**src/include/core_sfr_pkg.sv**
```systemverilog
// Constants and types for the core register bank: port 0, stack, data pointer, power control
//
// Behaviour
// - Port 0 pins are open-drain when the pull-up select is 0, pulled up when 1.
// - With pull-ups selected port 0 behaves as a quasi-bidirectional port 2 pin.
// - External memory accesses put multiplexed address/data on port 0 instead of the latch.
// - Stack top pointer holds the scratch-pad address of the stack top.
// - Data pointer is 16 bits: low byte register below, high byte register above.
// - Power control bit 7 doubles the serial baud rate in serial modes 1, 2, 3.
// - Power control bit 6 turns serial control bit 7 from mode select into framing error.
// - Power-on reset sets power control bit 4; it stays set until software clears it.
// - Power control bits 3 and 2 are plain user storage flags.
// - Writing 1 to power control bit 1 enters power-down: all clocks stop.
// - Writing 1 to power control bit 0 with bit 1 at 0 enters idle: CPU clock stops, peripherals run.
// - Unimplemented bits and unmapped addresses read as 1.
package core_sfr_pkg;

   typedef logic [7:0] byte_t;
   typedef logic [7:0] addr_t;

   // ****************************************************
   // Register addresses
   // ****************************************************
   localparam addr_t ADDR_PORT0_LATCH  = 8'h80;
   localparam addr_t ADDR_STACK_TOP    = 8'h81;
   localparam addr_t ADDR_DPTR_LOW     = 8'h82;
   localparam addr_t ADDR_DPTR_HIGH    = 8'h83;
   localparam addr_t ADDR_PULLUP_OPT   = 8'h86;
   localparam addr_t ADDR_POWER_CTRL   = 8'h87;
   localparam addr_t ADDR_EVENT_STATUS = 8'hf9;
   localparam addr_t ADDR_EVENT_MASK   = 8'hfa;

   // ****************************************************
   // Reset values
   // ****************************************************
   localparam byte_t RST_PORT0_LATCH  = 8'hff;
   localparam byte_t RST_STACK_TOP    = 8'h07;
   localparam byte_t RST_DPTR_LOW     = 8'h00;
   localparam byte_t RST_DPTR_HIGH    = 8'h00;
   localparam logic  RST_PULLUP_SEL   = 1'b1;
   localparam byte_t RST_POWER_CTRL   = 8'h30;
   localparam byte_t UNMAPPED_READ    = 8'hff;

   // ****************************************************
   // Field positions
   // ****************************************************
   localparam int unsigned PULLUP_SEL_BIT   = 0;
   localparam int unsigned PC_BAUD_DOUBLE   = 7;
   localparam int unsigned PC_FRAME_ERR_SEL = 6;
   localparam int unsigned PC_RESERVED      = 5;
   localparam int unsigned PC_POR_FLAG      = 4;
   localparam int unsigned PC_USER_FLAG_B   = 3;
   localparam int unsigned PC_USER_FLAG_A   = 2;
   localparam int unsigned PC_POWER_DOWN    = 1;
   localparam int unsigned PC_CPU_HALT      = 0;

   // Sticky event bits
   localparam int unsigned EV_W          = 4;
   localparam int unsigned EV_IDLE_ENTRY = 0;
   localparam int unsigned EV_DOWN_ENTRY = 1;
   localparam int unsigned EV_WAKE       = 2;
   localparam int unsigned EV_POR_SEEN   = 3;
   localparam logic [EV_W-1:0] RST_EVENT_MASK = 4'h0;

   typedef enum logic [1:0] {
      PWR_RUN,
      PWR_IDLE,
      PWR_DOWN
   } power_state_e;

endpackage

```
**src/include/sfr_write_if.sv**
```systemverilog
// Register write channel from the bus decode to the register-owning units
`timescale 1ns/1ps
interface sfr_write_if;
   import core_sfr_pkg::*;
   logic  we;
   addr_t addr;
   byte_t wdata;
   modport ctrl (output we, output addr, output wdata);
   modport unit (input we, input addr, input wdata);
endinterface

```
**src/verilog/port0_pad_ctrl.sv**
```systemverilog
// Port 0 latch, pull-up option and pin drive
`timescale 1ns/1ps
module port0_pad_ctrl
   import core_sfr_pkg::*;
(
   input  wire logic          clk_sys,
   input  wire logic          rst_n,
   sfr_write_if.unit          wr,
   input  wire core_sfr_pkg::byte_t pinIn,
   input  wire logic          extBusActive,
   input  wire logic          extBusDrive,
   input  wire core_sfr_pkg::byte_t extBusAddrData,
   output core_sfr_pkg::byte_t latch_q,
   output logic               pullupSel_q,
   output core_sfr_pkg::byte_t pinSync_q,
   output core_sfr_pkg::byte_t pinOut_q,
   output core_sfr_pkg::byte_t pinOeN_q,
   output core_sfr_pkg::byte_t pullupEn_q
);
   byte_t pinMeta_q;
   byte_t latchPrev_q;

   always_ff @(posedge clk_sys or negedge rst_n) begin
      if (!rst_n) begin
         latch_q     <= RST_PORT0_LATCH;
         latchPrev_q <= RST_PORT0_LATCH;
      end else begin
         if (wr.we && wr.addr == ADDR_PORT0_LATCH) begin
            latch_q <= wr.wdata;
         end
         latchPrev_q <= latch_q;
      end
   end

   always_ff @(posedge clk_sys or negedge rst_n) begin
      if (!rst_n) begin
         pullupSel_q <= RST_PULLUP_SEL;
      end else if (wr.we && wr.addr == ADDR_PULLUP_OPT) begin
         pullupSel_q <= wr.wdata[PULLUP_SEL_BIT];
      end
   end

   // Pins come from outside: two flops before anyone looks
   always_ff @(posedge clk_sys or negedge rst_n) begin
      if (!rst_n) begin
         pinMeta_q <= 8'hff;
         pinSync_q <= 8'hff;
      end else begin
         pinMeta_q <= pinIn;
         pinSync_q <= pinMeta_q;
      end
   end

   generate
      for (genvar i = 0; i < 8; i++) begin : g_pin
         always_ff @(posedge clk_sys or negedge rst_n) begin
            if (!rst_n) begin
               pinOut_q[i]   <= 1'b1;
               pinOeN_q[i]   <= 1'b1;
               pullupEn_q[i] <= 1'b0;
            end else if (extBusActive) begin
               // Bus cycle: push both levels when driving, float for reads
               pinOut_q[i]   <= extBusAddrData[i];
               pinOeN_q[i]   <= ~extBusDrive;
               pullupEn_q[i] <= 1'b0;
            end else if (pullupSel_q) begin
               // Quasi-bidirectional: strong low, one-cycle strong high on 0->1, weak pull-up after
               pinOut_q[i]   <= latch_q[i];
               pinOeN_q[i]   <= ~(~latch_q[i] | (latch_q[i] & ~latchPrev_q[i]));
               pullupEn_q[i] <= latch_q[i];
            end else begin
               pinOut_q[i]   <= 1'b0;
               pinOeN_q[i]   <= latch_q[i];
               pullupEn_q[i] <= 1'b0;
            end
         end
      end
   endgenerate

endmodule // port0_pad_ctrl

```
**src/verilog/power_ctrl.sv**
```systemverilog
// Power control register and idle / power-down sequencing
`timescale 1ns/1ps
module power_ctrl
   import core_sfr_pkg::*;
(
   input  wire logic          clk_sys,
   input  wire logic          rst_n,
   sfr_write_if.unit          wr,
   input  wire logic          porEvent,
   input  wire logic          wakeEvent,
   output core_sfr_pkg::byte_t value,
   output logic               baudDouble_q,
   output logic               frameErrSel_q,
   output logic               cpuClockStop_q,
   output logic               allClockStop_q,
   output logic               enteredIdle,
   output logic               enteredDown,
   output logic               wokeUp
);
   power_state_e state_q;
   logic         por_q;
   logic         userB_q;
   logic         userA_q;
   logic         pconWrite;

   assign pconWrite = wr.we && wr.addr == ADDR_POWER_CTRL;

   always_ff @(posedge clk_sys or negedge rst_n) begin
      if (!rst_n) begin
         baudDouble_q  <= RST_POWER_CTRL[PC_BAUD_DOUBLE];
         frameErrSel_q <= RST_POWER_CTRL[PC_FRAME_ERR_SEL];
         userB_q       <= RST_POWER_CTRL[PC_USER_FLAG_B];
         userA_q       <= RST_POWER_CTRL[PC_USER_FLAG_A];
      end else if (pconWrite) begin
         baudDouble_q  <= wr.wdata[PC_BAUD_DOUBLE];
         frameErrSel_q <= wr.wdata[PC_FRAME_ERR_SEL];
         userB_q       <= wr.wdata[PC_USER_FLAG_B];
         userA_q       <= wr.wdata[PC_USER_FLAG_A];
      end
   end

   // Flag is set by reset itself; a later power-on event wins over a clearing write
   always_ff @(posedge clk_sys or negedge rst_n) begin
      if (!rst_n) begin
         por_q <= RST_POWER_CTRL[PC_POR_FLAG];
      end else if (porEvent) begin
         por_q <= 1'b1;
      end else if (pconWrite) begin
         por_q <= wr.wdata[PC_POR_FLAG];
      end
   end

   // Power-down takes priority when both request bits are written together
   always_ff @(posedge clk_sys or negedge rst_n) begin
      if (!rst_n) begin
         state_q <= PWR_RUN;
      end else begin
         unique case (state_q)
            PWR_RUN: begin
               if (pconWrite && wr.wdata[PC_POWER_DOWN]) begin
                  state_q <= PWR_DOWN;
               end else if (pconWrite && wr.wdata[PC_CPU_HALT]) begin
                  state_q <= PWR_IDLE;
               end
            end
            PWR_IDLE, PWR_DOWN: begin
               if (wakeEvent) begin
                  state_q <= PWR_RUN;
               end
            end
            default: state_q <= PWR_RUN;
         endcase
      end
   end

   always_ff @(posedge clk_sys or negedge rst_n) begin
      if (!rst_n) begin
         cpuClockStop_q <= 1'b0;
         allClockStop_q <= 1'b0;
      end else begin
         cpuClockStop_q <= state_q != PWR_RUN;
         allClockStop_q <= state_q == PWR_DOWN;
      end
   end

   assign enteredIdle = state_q == PWR_RUN && pconWrite && !wr.wdata[PC_POWER_DOWN] && wr.wdata[PC_CPU_HALT];
   assign enteredDown = state_q == PWR_RUN && pconWrite && wr.wdata[PC_POWER_DOWN];
   assign wokeUp      = state_q != PWR_RUN && wakeEvent;

   // Reserved bit has no storage and reads 1
   assign value = {baudDouble_q, frameErrSel_q, 1'b1, por_q, userB_q, userA_q,
                   state_q == PWR_DOWN, state_q == PWR_IDLE};

endmodule // power_ctrl

```
**src/verilog/core_sfr_port_power_bank.sv**
```systemverilog
// Core register bank: port 0, stack top, data pointer, power control and event interrupt
`timescale 1ns/1ps
module core_sfr_port_power_bank
   import core_sfr_pkg::*;
(
   input  wire logic                clk_sys,
   input  wire logic                rst_n,
   input  wire core_sfr_pkg::addr_t sfrAddr,
   input  wire core_sfr_pkg::byte_t sfrWdata,
   input  wire logic                sfrWrite,
   input  wire logic                sfrRead,
   output core_sfr_pkg::byte_t      sfrRdata,
   input  wire core_sfr_pkg::byte_t port0PinIn,
   output core_sfr_pkg::byte_t      port0PinOut,
   output core_sfr_pkg::byte_t      port0PinOeN,
   output core_sfr_pkg::byte_t      port0PullupEn,
   input  wire logic                extBusActive,
   input  wire logic                extBusDrive,
   input  wire core_sfr_pkg::byte_t extBusAddrData,
   input  wire logic                dptrIncrement,
   output core_sfr_pkg::byte_t      stackTopPointer,
   output logic [15:0]              dataPointer,
   input  wire logic                serialModeHiStored,
   input  wire logic                serialFrameErr,
   output logic                     serialModeHiOrFrameErr,
   output logic                     baudDouble,
   output logic                     frameErrorSelect,
   input  wire logic                porEvent,
   input  wire logic                wakeEvent,
   output logic                     cpuClockStop,
   output logic                     allClockStop,
   output logic                     irq
);

   // ****************************************************
   // Write channel to the sub-units
   // ****************************************************
   sfr_write_if wrBus ();

   assign wrBus.we    = sfrWrite;
   assign wrBus.addr  = sfrAddr;
   assign wrBus.wdata = sfrWdata;

   function automatic logic hit(input addr_t a, input addr_t target);
      return a == target;
   endfunction

   // ****************************************************
   // Port 0
   // ****************************************************
   byte_t port0Latch;
   logic  pullupSel;
   byte_t port0PinSync;

   port0_pad_ctrl u_port0 (
      .clk_sys        (clk_sys),
      .rst_n          (rst_n),
      .wr             (wrBus),
      .pinIn          (port0PinIn),
      .extBusActive   (extBusActive),
      .extBusDrive    (extBusDrive),
      .extBusAddrData (extBusAddrData),
      .latch_q        (port0Latch),
      .pullupSel_q    (pullupSel),
      .pinSync_q      (port0PinSync),
      .pinOut_q       (port0PinOut),
      .pinOeN_q       (port0PinOeN),
      .pullupEn_q     (port0PullupEn)
   );

   // ****************************************************
   // Power control
   // ****************************************************
   byte_t powerValue;
   logic  enteredIdle;
   logic  enteredDown;
   logic  wokeUp;

   power_ctrl u_power (
      .clk_sys        (clk_sys),
      .rst_n          (rst_n),
      .wr             (wrBus),
      .porEvent       (porEvent),
      .wakeEvent      (wakeEvent),
      .value          (powerValue),
      .baudDouble_q   (baudDouble),
      .frameErrSel_q  (frameErrorSelect),
      .cpuClockStop_q (cpuClockStop),
      .allClockStop_q (allClockStop),
      .enteredIdle    (enteredIdle),
      .enteredDown    (enteredDown),
      .wokeUp         (wokeUp)
   );

   // ****************************************************
   // Stack top pointer
   // ****************************************************
   always_ff @(posedge clk_sys or negedge rst_n) begin
      if (!rst_n) begin
         stackTopPointer <= RST_STACK_TOP;
      end else if (sfrWrite && hit(sfrAddr, ADDR_STACK_TOP)) begin
         stackTopPointer <= sfrWdata;
      end
   end

   // ****************************************************
   // Data pointer
   // ****************************************************
   // A software write to a byte wins over the increment for that byte only
   logic [15:0] dptrNext;

   assign dptrNext = dataPointer + 16'h0001;

   always_ff @(posedge clk_sys or negedge rst_n) begin
      if (!rst_n) begin
         dataPointer[7:0] <= RST_DPTR_LOW;
      end else if (sfrWrite && hit(sfrAddr, ADDR_DPTR_LOW)) begin
         dataPointer[7:0] <= sfrWdata;
      end else if (dptrIncrement) begin
         dataPointer[7:0] <= dptrNext[7:0];
      end
   end

   always_ff @(posedge clk_sys or negedge rst_n) begin
      if (!rst_n) begin
         dataPointer[15:8] <= RST_DPTR_HIGH;
      end else if (sfrWrite && hit(sfrAddr, ADDR_DPTR_HIGH)) begin
         dataPointer[15:8] <= sfrWdata;
      end else if (dptrIncrement) begin
         dataPointer[15:8] <= dptrNext[15:8];
      end
   end

   // ****************************************************
   // Serial control bit 7 view
   // ****************************************************
   always_ff @(posedge clk_sys or negedge rst_n) begin
      if (!rst_n) begin
         serialModeHiOrFrameErr <= 1'b0;
      end else begin
         serialModeHiOrFrameErr <= frameErrorSelect ? serialFrameErr : serialModeHiStored;
      end
   end

   // ****************************************************
   // Event status, mask and interrupt
   // ****************************************************
   logic [EV_W-1:0] evStatus_q;
   logic [EV_W-1:0] evMask_q;
   logic [EV_W-1:0] evSet;
   logic [EV_W-1:0] evClear;
   logic [EV_W-1:0] evStatus_d;

   always_comb begin
      evSet                = '0;
      evSet[EV_IDLE_ENTRY] = enteredIdle;
      evSet[EV_DOWN_ENTRY] = enteredDown;
      evSet[EV_WAKE]       = wokeUp;
      evSet[EV_POR_SEEN]   = porEvent;
   end

   assign evClear    = (sfrWrite && hit(sfrAddr, ADDR_EVENT_STATUS)) ? sfrWdata[EV_W-1:0] : '0;
   // Set beats clear so an event landing on the clearing write is kept
   assign evStatus_d = (evStatus_q & ~evClear) | evSet;

   always_ff @(posedge clk_sys or negedge rst_n) begin
      if (!rst_n) begin
         evStatus_q <= '0;
      end else begin
         evStatus_q <= evStatus_d;
      end
   end

   always_ff @(posedge clk_sys or negedge rst_n) begin
      if (!rst_n) begin
         evMask_q <= RST_EVENT_MASK;
      end else if (sfrWrite && hit(sfrAddr, ADDR_EVENT_MASK)) begin
         evMask_q <= sfrWdata[EV_W-1:0];
      end
   end

   always_ff @(posedge clk_sys or negedge rst_n) begin
      if (!rst_n) begin
         irq <= 1'b0;
      end else begin
         irq <= |(evStatus_d & evMask_q);
      end
   end

   // ****************************************************
   // Read path
   // ****************************************************
   // Port 0 reads return the synchronised pin levels, so a pin held low
   // by the outside shows even when the latch holds a one.
   byte_t readMux;

   always_comb begin
      unique case (sfrAddr)
         ADDR_PORT0_LATCH:  readMux = port0PinSync;
         ADDR_STACK_TOP:    readMux = stackTopPointer;
         ADDR_DPTR_LOW:     readMux = dataPointer[7:0];
         ADDR_DPTR_HIGH:    readMux = dataPointer[15:8];
         ADDR_PULLUP_OPT:   readMux = {7'h7f, pullupSel};
         ADDR_POWER_CTRL:   readMux = powerValue;
         ADDR_EVENT_STATUS: readMux = {4'hf, evStatus_q};
         ADDR_EVENT_MASK:   readMux = {4'hf, evMask_q};
         default:           readMux = UNMAPPED_READ;
      endcase
   end

   always_ff @(posedge clk_sys or negedge rst_n) begin
      if (!rst_n) begin
         sfrRdata <= 8'h00;
      end else if (sfrRead) begin
         sfrRdata <= readMux;
      end else begin
         sfrRdata <= 8'h00;
      end
   end

endmodule // core_sfr_port_power_bank

```
**config.mk**
```make
export PLATFORM = sky130hd
export DESIGN_NAME = core_sfr_port_power_bank
export DESIGN_NICKNAME = d
export VERILOG_FILES = /design/src/include/core_sfr_pkg.sv /design/src/include/sfr_write_if.sv /design/src/verilog/port0_pad_ctrl.sv /design/src/verilog/power_ctrl.sv /design/src/verilog/core_sfr_port_power_bank.sv
export SDC_FILE = /design/constraint.sdc
export NUM_CORES = 1
export LEC_CHECK = 0
export BUFFER_PORTS_ARGS = -buffer_cell sky130_fd_sc_hd__clkbuf_2
export CORE_MARGIN = 1.5
export CORE_UTILIZATION = 50
export DETAILED_ROUTE_END_ITERATION = 8
export GPL_TIMING_DRIVEN = 0
export PLACE_DENSITY = 0.74
export RECOVER_POWER = 25
export SLEW_MARGIN = 5
export SYNTH_ARGS = -nofsm -noshare
export SYNTH_HDL_FRONTEND = slang
export SYNTH_SLANG_ARGS = --single-unit
```
**constraint.sdc**
```tcl
create_clock -name clk_sys -period 2.7 [get_ports clk_sys]
set_input_delay 0.54 -clock clk_sys [delete_from_list [all_inputs] [get_ports clk_sys]]
set_output_delay 0.54 -clock clk_sys [all_outputs]
set_load 0.01 [all_outputs]
```
==> run summary, run 1 <==
Clock skew: 10.7 ps
Slew Limit Fails: 0
Net switching fraction of the power: 30.9%
Largest family of logic cells by synthesized area: simple AND/OR/NAND/NOR gates
Clock transition at path regs: 120 ps
Fillers: 806
Deepest clock path buffer count: 2
Fin crit period: 1900 ps
Num Clock Sinks: 108
Layout Nets: 562
# Post-CTS Setup Buffers: 0
Wire per inst: 18.1 µm
Top cells by count, synth: 55 x dfrtp_1, 53 x dfstp_2, 32 x nand2_1, 29 x mux2_2, 27 x nor2_1
Grt ovf: 0
CP max FO: 10
Asr flop ratio synth: 100%
Max transition margin: 45.5%
Power Internal: 2.57 mW
Synthesized Nets: 452
DP Worst Slack: 409 ps
PwrDens: 653 nW/µm²
Comb pwr share: 17.2%
Peak VDD IR: 453 µV
Post-synth EDFFs: 0
DIE WIDTH: 101 µm
Fmax: 525 MHz
Antenna violations before repair: 0
Post-DP HPWL: 8.52 mm
Initial Utilization: 51.6%
Mapped Area: 4790 µm²
Net switching power: 1.15 mW
Total number of vias: 3656
Mean Syn Cell Area: 11.8 µm²
GRT Total Usage: 23.9%
Clock Power Share: 30.0%
Synth Area in Simple Gates: 16.7%
Compound-Gate Fraction of Synth Area: 11.1%
GPL Wtd Cong: 0.994
Num rows: 35
Main area contributors after synthesis: dfstp_2 29%, dfrtp_1 29%, mux2_2 6.8%
DIE HEIGHT: 101 µm
# resized after CTS: 0
Setup violations, final: 0
Post-CTS Hold Buffers: 0
Adder-Cell Fraction of Synth Area: 1.04%
Flop pwr share: 52.8%
Leak: 2.62 nW
Detailed Route Iter0 Violations: 232
Util after Layout: 61.4%
Vias/cell: 5.63
Top cell type's share of synthesized area: 29.1%
Mux contribution to synthesized area: 7.96%
Most frequent cell after synthesis: dfrtp_1
Syn Inst Count: 405
Crit Path Category: primary input to flop
Worst setup SP type: primary input
Req. time, crit path: 2960 ps
Fraction of layout cells with a size suffix above 1: 40.2%
CP Capture Type: flop
CTS buffer count: 9
Core area: 9280 µm²
Arr. time, crit path: 2160 ps
Drt first pass iters: 5
Top_reg_cell synth: dfrtp_1
First-pass GRT wire length: 18.3 mm
Yosys cell types: 53
Largest net degree at the start of global routing: 109
Routed Antenna Nets: 0
CTS tree: done
Yosys reg bits: 108
XOR/XNOR Fraction of Synth Area: 2.56%
Syn. warnings: 0
Root buffer cell: clkbuf_8
Unrepaired setup endpoints after global routing: no
Port buffer count: 99
Slew @ Worst Pin: 818 ps
Hold crit path type: primary input to flop
DRT Wirelength: 11.7 mm
Register area share after synthesis: 57.8%
Final Hold Viols: 0
Final setup margin: 795 ps
Fin Hold WS: 227 ps
N_diodes: 0
Status: finished, final reports clean
Later-pin clock latency in the skew report: 380 ps
Vias in the first global route: 3516
Max-cap viol count: 0
Die Area: 10200 µm²
Layout area overhead: 18.9%
Tcrit/Tclk final: 70.5%
DR DRC count: 0
Io pins: 105
Cell taking the most area after synthesis: dfstp_2
H-tree levels: 3
-- metrics by stage --
step | area (µm²) | TNS [ps] | std cells | total power [mW]
after global placement | 5450 | -13270 | 633 | 2.60
after global routing | 5700 | 0 | 649 | 3.88
after detailed placement | 5460 | 0 | 633 | 2.63
final | 5700 | 0 | 649 | 3.72
after floorplan | 4790 | 0 | 405 | 2.31
after CTS | 5700 | 0 | 649 | 3.75
-- final cells by class --
class                   instances  area, µm²  area share [%]
multi-input cells             270       1880            33.1
well taps                     129        161            2.83
clock buffers                  10        149            2.61
inverters                       7       26.3           0.461
flip-flops and latches        108       2770            48.6
plain buffers                  20        113            1.98
repair buffers                 99        504            8.85
clock inverters                 6       90.1            1.58
-- worst paths after layout --
check,from,endpoint,slack (ps),cells after the start
worst max-delay path,sfrAddr[3],dataPointer[6]$_DFFE_PN0P_,800,6
worst min-delay path,port0PinIn[5],u_port0.pinMeta_q[5]$_DFF_PN1_,230,1
worst max register to register,dataPointer[0]$_DFFE_PN0P_,dataPointer[12]$_DFFE_PN0P_,920,5
worst min register to register,u_port0.pinMeta_q[7]$_DFF_PN1_,u_port0.pinSync_q[7]$_DFF_PN1_,360,0
max in group asynchronous,rst_n,u_power.userB_q$_DFFE_PN0N_,1890,1
min in group asynchronous,rst_n,u_port0.pullupEn_q[3]$_DFF_PN0_,240,1
-- power by group through the flow --
stage,Sequential (mW),Clock [mW],Combinational [mW]
after floorplan,1.98,0,0.323
after global placement,1.98,0,0.619
after detailed placement,1.99,0,0.640
after CTS,1.97,1.14,0.643
after global routing,1.98,1.19,0.697
final,1.96,1.11,0.639
-- flip-flops by register name, summed over array words and instances (netlist names), 8 cells and up --
register,cells
u_port0.pinMeta_q,8
u_port0.pullupEn_q,8
stackTopPointer,8
sfrRdata,8
dataPointer,16
u_port0.latch_q,8
u_port0.latchPrev_q,8
u_port0.pinOut_q,8
u_port0.pinSync_q,8
u_port0.pinOeN_q,8
-- metal layers --
layer	vias up	global-route usage [%]	part of all wire [%]	wire [µm]
met5	-	0	0	0
met1	1796	32.8	44	5220
met4	0	10.9	2.7	321
met3	24	4.23	6.4	749
met2	157	37.3	46	5430
li1	1679	-	-	-
-- cell usage in the layout (no fill, tap or decap), drive strengths merged, types with 9 or more instances in the layout --
master,netlist,final
a21o,9,9
inv,7,9
nand4,11,11
o21ai,9,9
mux2,29,29
dfrtp,55,55
nand2,34,34
a22oi,9,9
nor2b,12,12
and2,13,13
nand2b,11,11
clkbuf,10,119
a21oi,15,15
nand3,15,15
buf,10,10
dfstp,53,53
nor2,27,27
-- cell families after synthesis --
family | Yosys count
simple gates | 146
fa+ha+maj | 4
buf+inv | 27
xor+xnor | 14
flops | 108
mux | 32
compound gates | 74
-- worst max-delay path, stage by stage --
cell and delay (ps):
clkbuf_2 110, nor2_1 530, nand4_1 450, clkbuf_1 340
nor2_1 140, a21oi_1 50
(Power assumes the default switching activity.)
==> run 2: changes to the inputs <==
- ABC_AREA: unset -> 1
- CORE_UTILIZATION: 50 -> 49
- PLACE_DENSITY: 0.74 -> 0.75
- clock period: 2.7 -> 1.7 ns (I/O delays scaled with it)
==> run summary, run 2 <==
Status: finished, final reports clean (unchanged)
Layout area overhead: 17.4% (was 18.9%)
Max reg flops: 16 (unchanged)
Crit Path Category: flop to flop (was primary input to flop)
CTS tree: done (unchanged)
R2r endpoint: dataPointer[14]$_DFFE_PN0P_ (was dataPointer[12]$_DFFE_PN0P_)
Grt ovf: 0 (unchanged)
Total number of vias: 4218 (was 3656)
H-tree levels: 3 (unchanged)
DR DRC count: 0 (unchanged)
Hold crit path type: primary input to flop (unchanged)
Fin crit period: 1560 ps
Yosys reg bits: 108 (unchanged)
Layout Nets: 744 (was 562)
Die Area: 11000 µm² (was 10200 µm²)
Unrepaired setup endpoints after global routing: no (unchanged)
Post-synth EDFFs: 0 (unchanged)
Yosys cell types: 31 (was 53)
Buf/Inv on CP: 0 (was 2)
Most frequent cell after synthesis: nand2_1 (was dfrtp_1)
Synthesized Nets: 632 (was 452)
CP max FO: 5 (was 10)
Asr flop ratio synth: 100% (unchanged)
Critical Path, Cell by Cell: ha_1, nand3_1, nor2_2, nand3_1, xor2_1, nand2_1, o211ai_1 (was clkbuf_2, nor2_1, nand4_1, clkbuf_1, nor2_1, a21oi_1)
GPL Wtd Cong: 0.872 (was 0.994)
Main area contributors after synthesis: dfstp_2 27%, dfrtp_1 27%, nand2_1 11% (was dfstp_2 29%, dfrtp_1 29%, mux2_2 6.8%)
Core area: 9910 µm² (was 9280 µm²)
GRT Total Usage: 23.0% (was 23.9%)
Drt first pass iters: 5 (unchanged)
Mapped Area: 5070 µm² (was 4790 µm²)
CP Capture Type: flop (unchanged)
CTS buffer count: 9 (unchanged)
Fillers: 903 (was 806)
Antenna violations before repair: 0 (unchanged)
Post-DP HPWL: 8.90 mm (was 8.52 mm)
Req. time, crit path: 1970 ps (was 2960 ps)
Post-route non-filler standard cell count: 835 (was 649)
Flop2flop setup slack: 140 ps (was 920 ps)
Clock transition at path regs: 110 ps (was 120 ps)
Detailed Route Iter0 Violations: 288 (was 232)
Largest net degree at the start of global routing: 109 (unchanged)
# Post-CTS Setup Buffers: 0 (unchanged)
R2R Path Start: dataPointer[0]$_DFFE_PN0P_ (unchanged)
Slew @ Worst Pin: 1390 ps (was 818 ps)
N_diodes: 0 (unchanged)
Max transition margin: 7.12% (was 45.5%)
DIE HEIGHT: 105 µm (was 101 µm)
Later-pin clock latency in the skew report: 390 ps (was 380 ps)
Initial Utilization: 51.1% (was 51.6%)
Num Clock Sinks: 108 (unchanged)
Syn. warnings: 0 (unchanged)
Leak: 2.98 nW (was 2.62 nW)
Commonest non-fill, non-tap cells in the layout: 142 x nand2_1, 99 x clkbuf_2, 81 x inv_1 (was 98 x clkbuf_2, 55 x dfrtp_1, 45 x dfstp_2)
Wire per inst: 14.4 µm (was 18.1 µm)
Cell mode on critical path: nand3_1 (was nor2_1)
Syn Inst Count: 585 (was 405)
Io pins: 105 (unchanged)
First-pass GRT wire length: 19.7 mm (was 18.3 mm)
Tcrit/Tclk final: 91.5%
PwrDens: 917 nW/µm² (was 653 nW/µm²)
Fin Hold WS: 26.3 ps (was 227 ps)
Final Hold Viols: 0 (unchanged)
Top_reg_cell synth: dfrtp_1 (unchanged)
Port buffer count: 101 (was 99)
Top cell type's share of synthesized area: 27.5% (was 29.1%)
Reg2Reg Depth: 7 (was 5)
Most common cell after layout, fill and taps aside: nand2_1 (was clkbuf_2)
Routed Antenna Nets: 0 (unchanged)
Top cells by count, synth: 142 x nand2_1, 81 x inv_1, 55 x dfrtp_1, 54 x nor2_1, 53 x dfstp_2 (was 55 x dfrtp_1, 53 x dfstp_2, 32 x nand2_1, 29 x mux2_2, 27 x nor2_1)
Fmax: 643 MHz
WP depth: 7 (was 6)
Arr. time, crit path: 1830 ps (was 2160 ps)
Cell taking the most area after synthesis: dfstp_2 (unchanged)
Vias in the first global route: 4069 (was 3516)
Register area share after synthesis: 54.7% (was 57.8%)
Deepest clock path buffer count: 2 (unchanged)
Hold path cells: 1 (unchanged)
Vias/cell: 5.05 (was 5.63)
DIE WIDTH: 105 µm (was 101 µm)
Placed insts: 819 (was 633)
Critical path's top delay family: simple AND/OR/NAND/NOR gates (unchanged)
Largest reg by FF count: dataPointer (unchanged)
Setup TNS: 0 ps (unchanged)
Min-delay src: port0PinIn[0] (was port0PinIn[5])
Clock skew: 15.4 ps (was 10.7 ps)
Worst setup SP type: flop (was primary input)
Num rows: 36 (was 35)
Slew Limit Fails: 0 (unchanged)
Root buffer cell: clkbuf_8 (unchanged)
Fraction of layout cells with a size suffix above 1: 31.2% (was 40.2%)
Slowest stage delay, CP: 430 ps (was 530 ps)
DRT Wirelength: 12.0 mm (was 11.7 mm)
Slowest CP cell: dfrtp_1 (was nor2_1)
Mean Syn Cell Area: 8.66 µm² (was 11.8 µm²)
Setup violations, final: 0 (unchanged)
Peak VDD IR: 471 µV (was 453 µV)
WHS Endpoint: u_port0.pinMeta_q[0]$_DFF_PN1_ (was u_port0.pinMeta_q[5]$_DFF_PN1_)
Max-cap viol count: 0 (unchanged)
PnR Total Power: 5.45 mW (was 3.72 mW)
-- run 2: cell count changes after synthesis, moves of 10 or more --
cell | previous run | this run
o21ai_0 | 9 | 51
nand2_1 | 32 | 142
a21oi_1 | 15 | 5
inv_1 | 7 | 81
and2_1 | 11 | 0
nor2b_1 | 12 | 0
nor2_1 | 27 | 54
nand2b_1 | 11 | 0
nand3_1 | 15 | 45
mux2_2 | 29 | 0
nand2_2 | 2 | 12
-- run 2: through the flow --
step | cell area, µm² | setup WS [ps] | utilization, %
CTS | 5950 | 59.3 | 60.1
finish | 5950 | 144 | 60.0
global placement | 5740 | -1050 | 57.9
floorplan | 5070 | 266 | -
global route | 5950 | 12.6 | 60.0
detailed placement | 5750 | -34.9 | 58.0
-- run 2: power breakdown --
group	total [mW]	internal, mW	leakage [nW]	switching, mW
clock network	1.59	0.686	0.102	0.899
logic	0.830	0.309	1.63	0.520
registers	3.04	2.82	1.25	0.214
-- run 2: cells by family (layout without fill, tap and decap cells) --
kind of cell / after synthesis / after routing / share of synthesized area, %
xor gates and xnor gates: 11 / 11 / 1.90
buffers and inverters: 99 / 216 / 7.80
and+or+nand+nor: 284 / 284 / 25.9
DFF: 108 / 108 / 54.7
adders and majority gates: 4 / 4 / 0.988
AOI/OAI and AO/OA: 79 / 79 / 8.72
-- run 2: how the worst max path moves through the flow --
| stage | endpoint | startpoint | slack (ps) |
|---|---|---|---|
| 2_1_floorplan | dataPointer[14]$_DFFE_PN0P_ | dataPointer[0]$_DFFE_PN0P_ | 270 |
| 3_3_place_gp | dataPointer[3]$_DFFE_PN0P_ | rst_n | -1050 |
| 3_5_place_dp | sfrRdata[3]$_DFF_PN0_ | sfrAddr[4] | -30 |
| 4_1_cts | dataPointer[14]$_DFFE_PN0P_ | dataPointer[0]$_DFFE_PN0P_ | 60 |
| 5_1_grt | dataPointer[15]$_DFFE_PN0P_ | dataPointer[2]$_DFFE_PN0P_ | 10 |
| 6_report | dataPointer[14]$_DFFE_PN0P_ | dataPointer[0]$_DFFE_PN0P_ | 140 |
-- run 2: area by class of cell --
cell class | instances | area, µm² | share of cell area (%)
multi-input cells | 378 | 1900 | 32.0
plain buffers | 12 | 66.3 | 1.12
clock buffers | 12 | 166 | 2.80
clock inverters | 4 | 38.8 | 0.652
flip-flops and latches | 108 | 2770 | 46.6
inverters | 87 | 329 | 5.53
repair buffers | 101 | 507 | 8.52
well taps | 133 | 166 | 2.80
-- run 2: worst reg2reg max path, cell delays in order, from the launching register on --
cell      delay [ps]
dfrtp_1          430
ha_1             210
nand3_1          130
nor2_2           230
nand3_1          130
xor2_1           160
nand2_1           60
o211ai_1          70
-- run 2: routing by layer --
layer  vias to the layer above  GRT usage [%]  share of wire [%]
met2                       163           37.5                 47
li1                       2065              -                  -
met4                         0           9.39                2.4
met1                      1966           30.3                 44
met3                        24           4.43                6.6
met5                         -              0                  0
-- run 2: what timing repair did --
action | 4_1_cts | 5_1_grt
hold buffers | 0 | 0
gates resized for setup | 0 | 1
setup endpoints to repair | 0 | 4
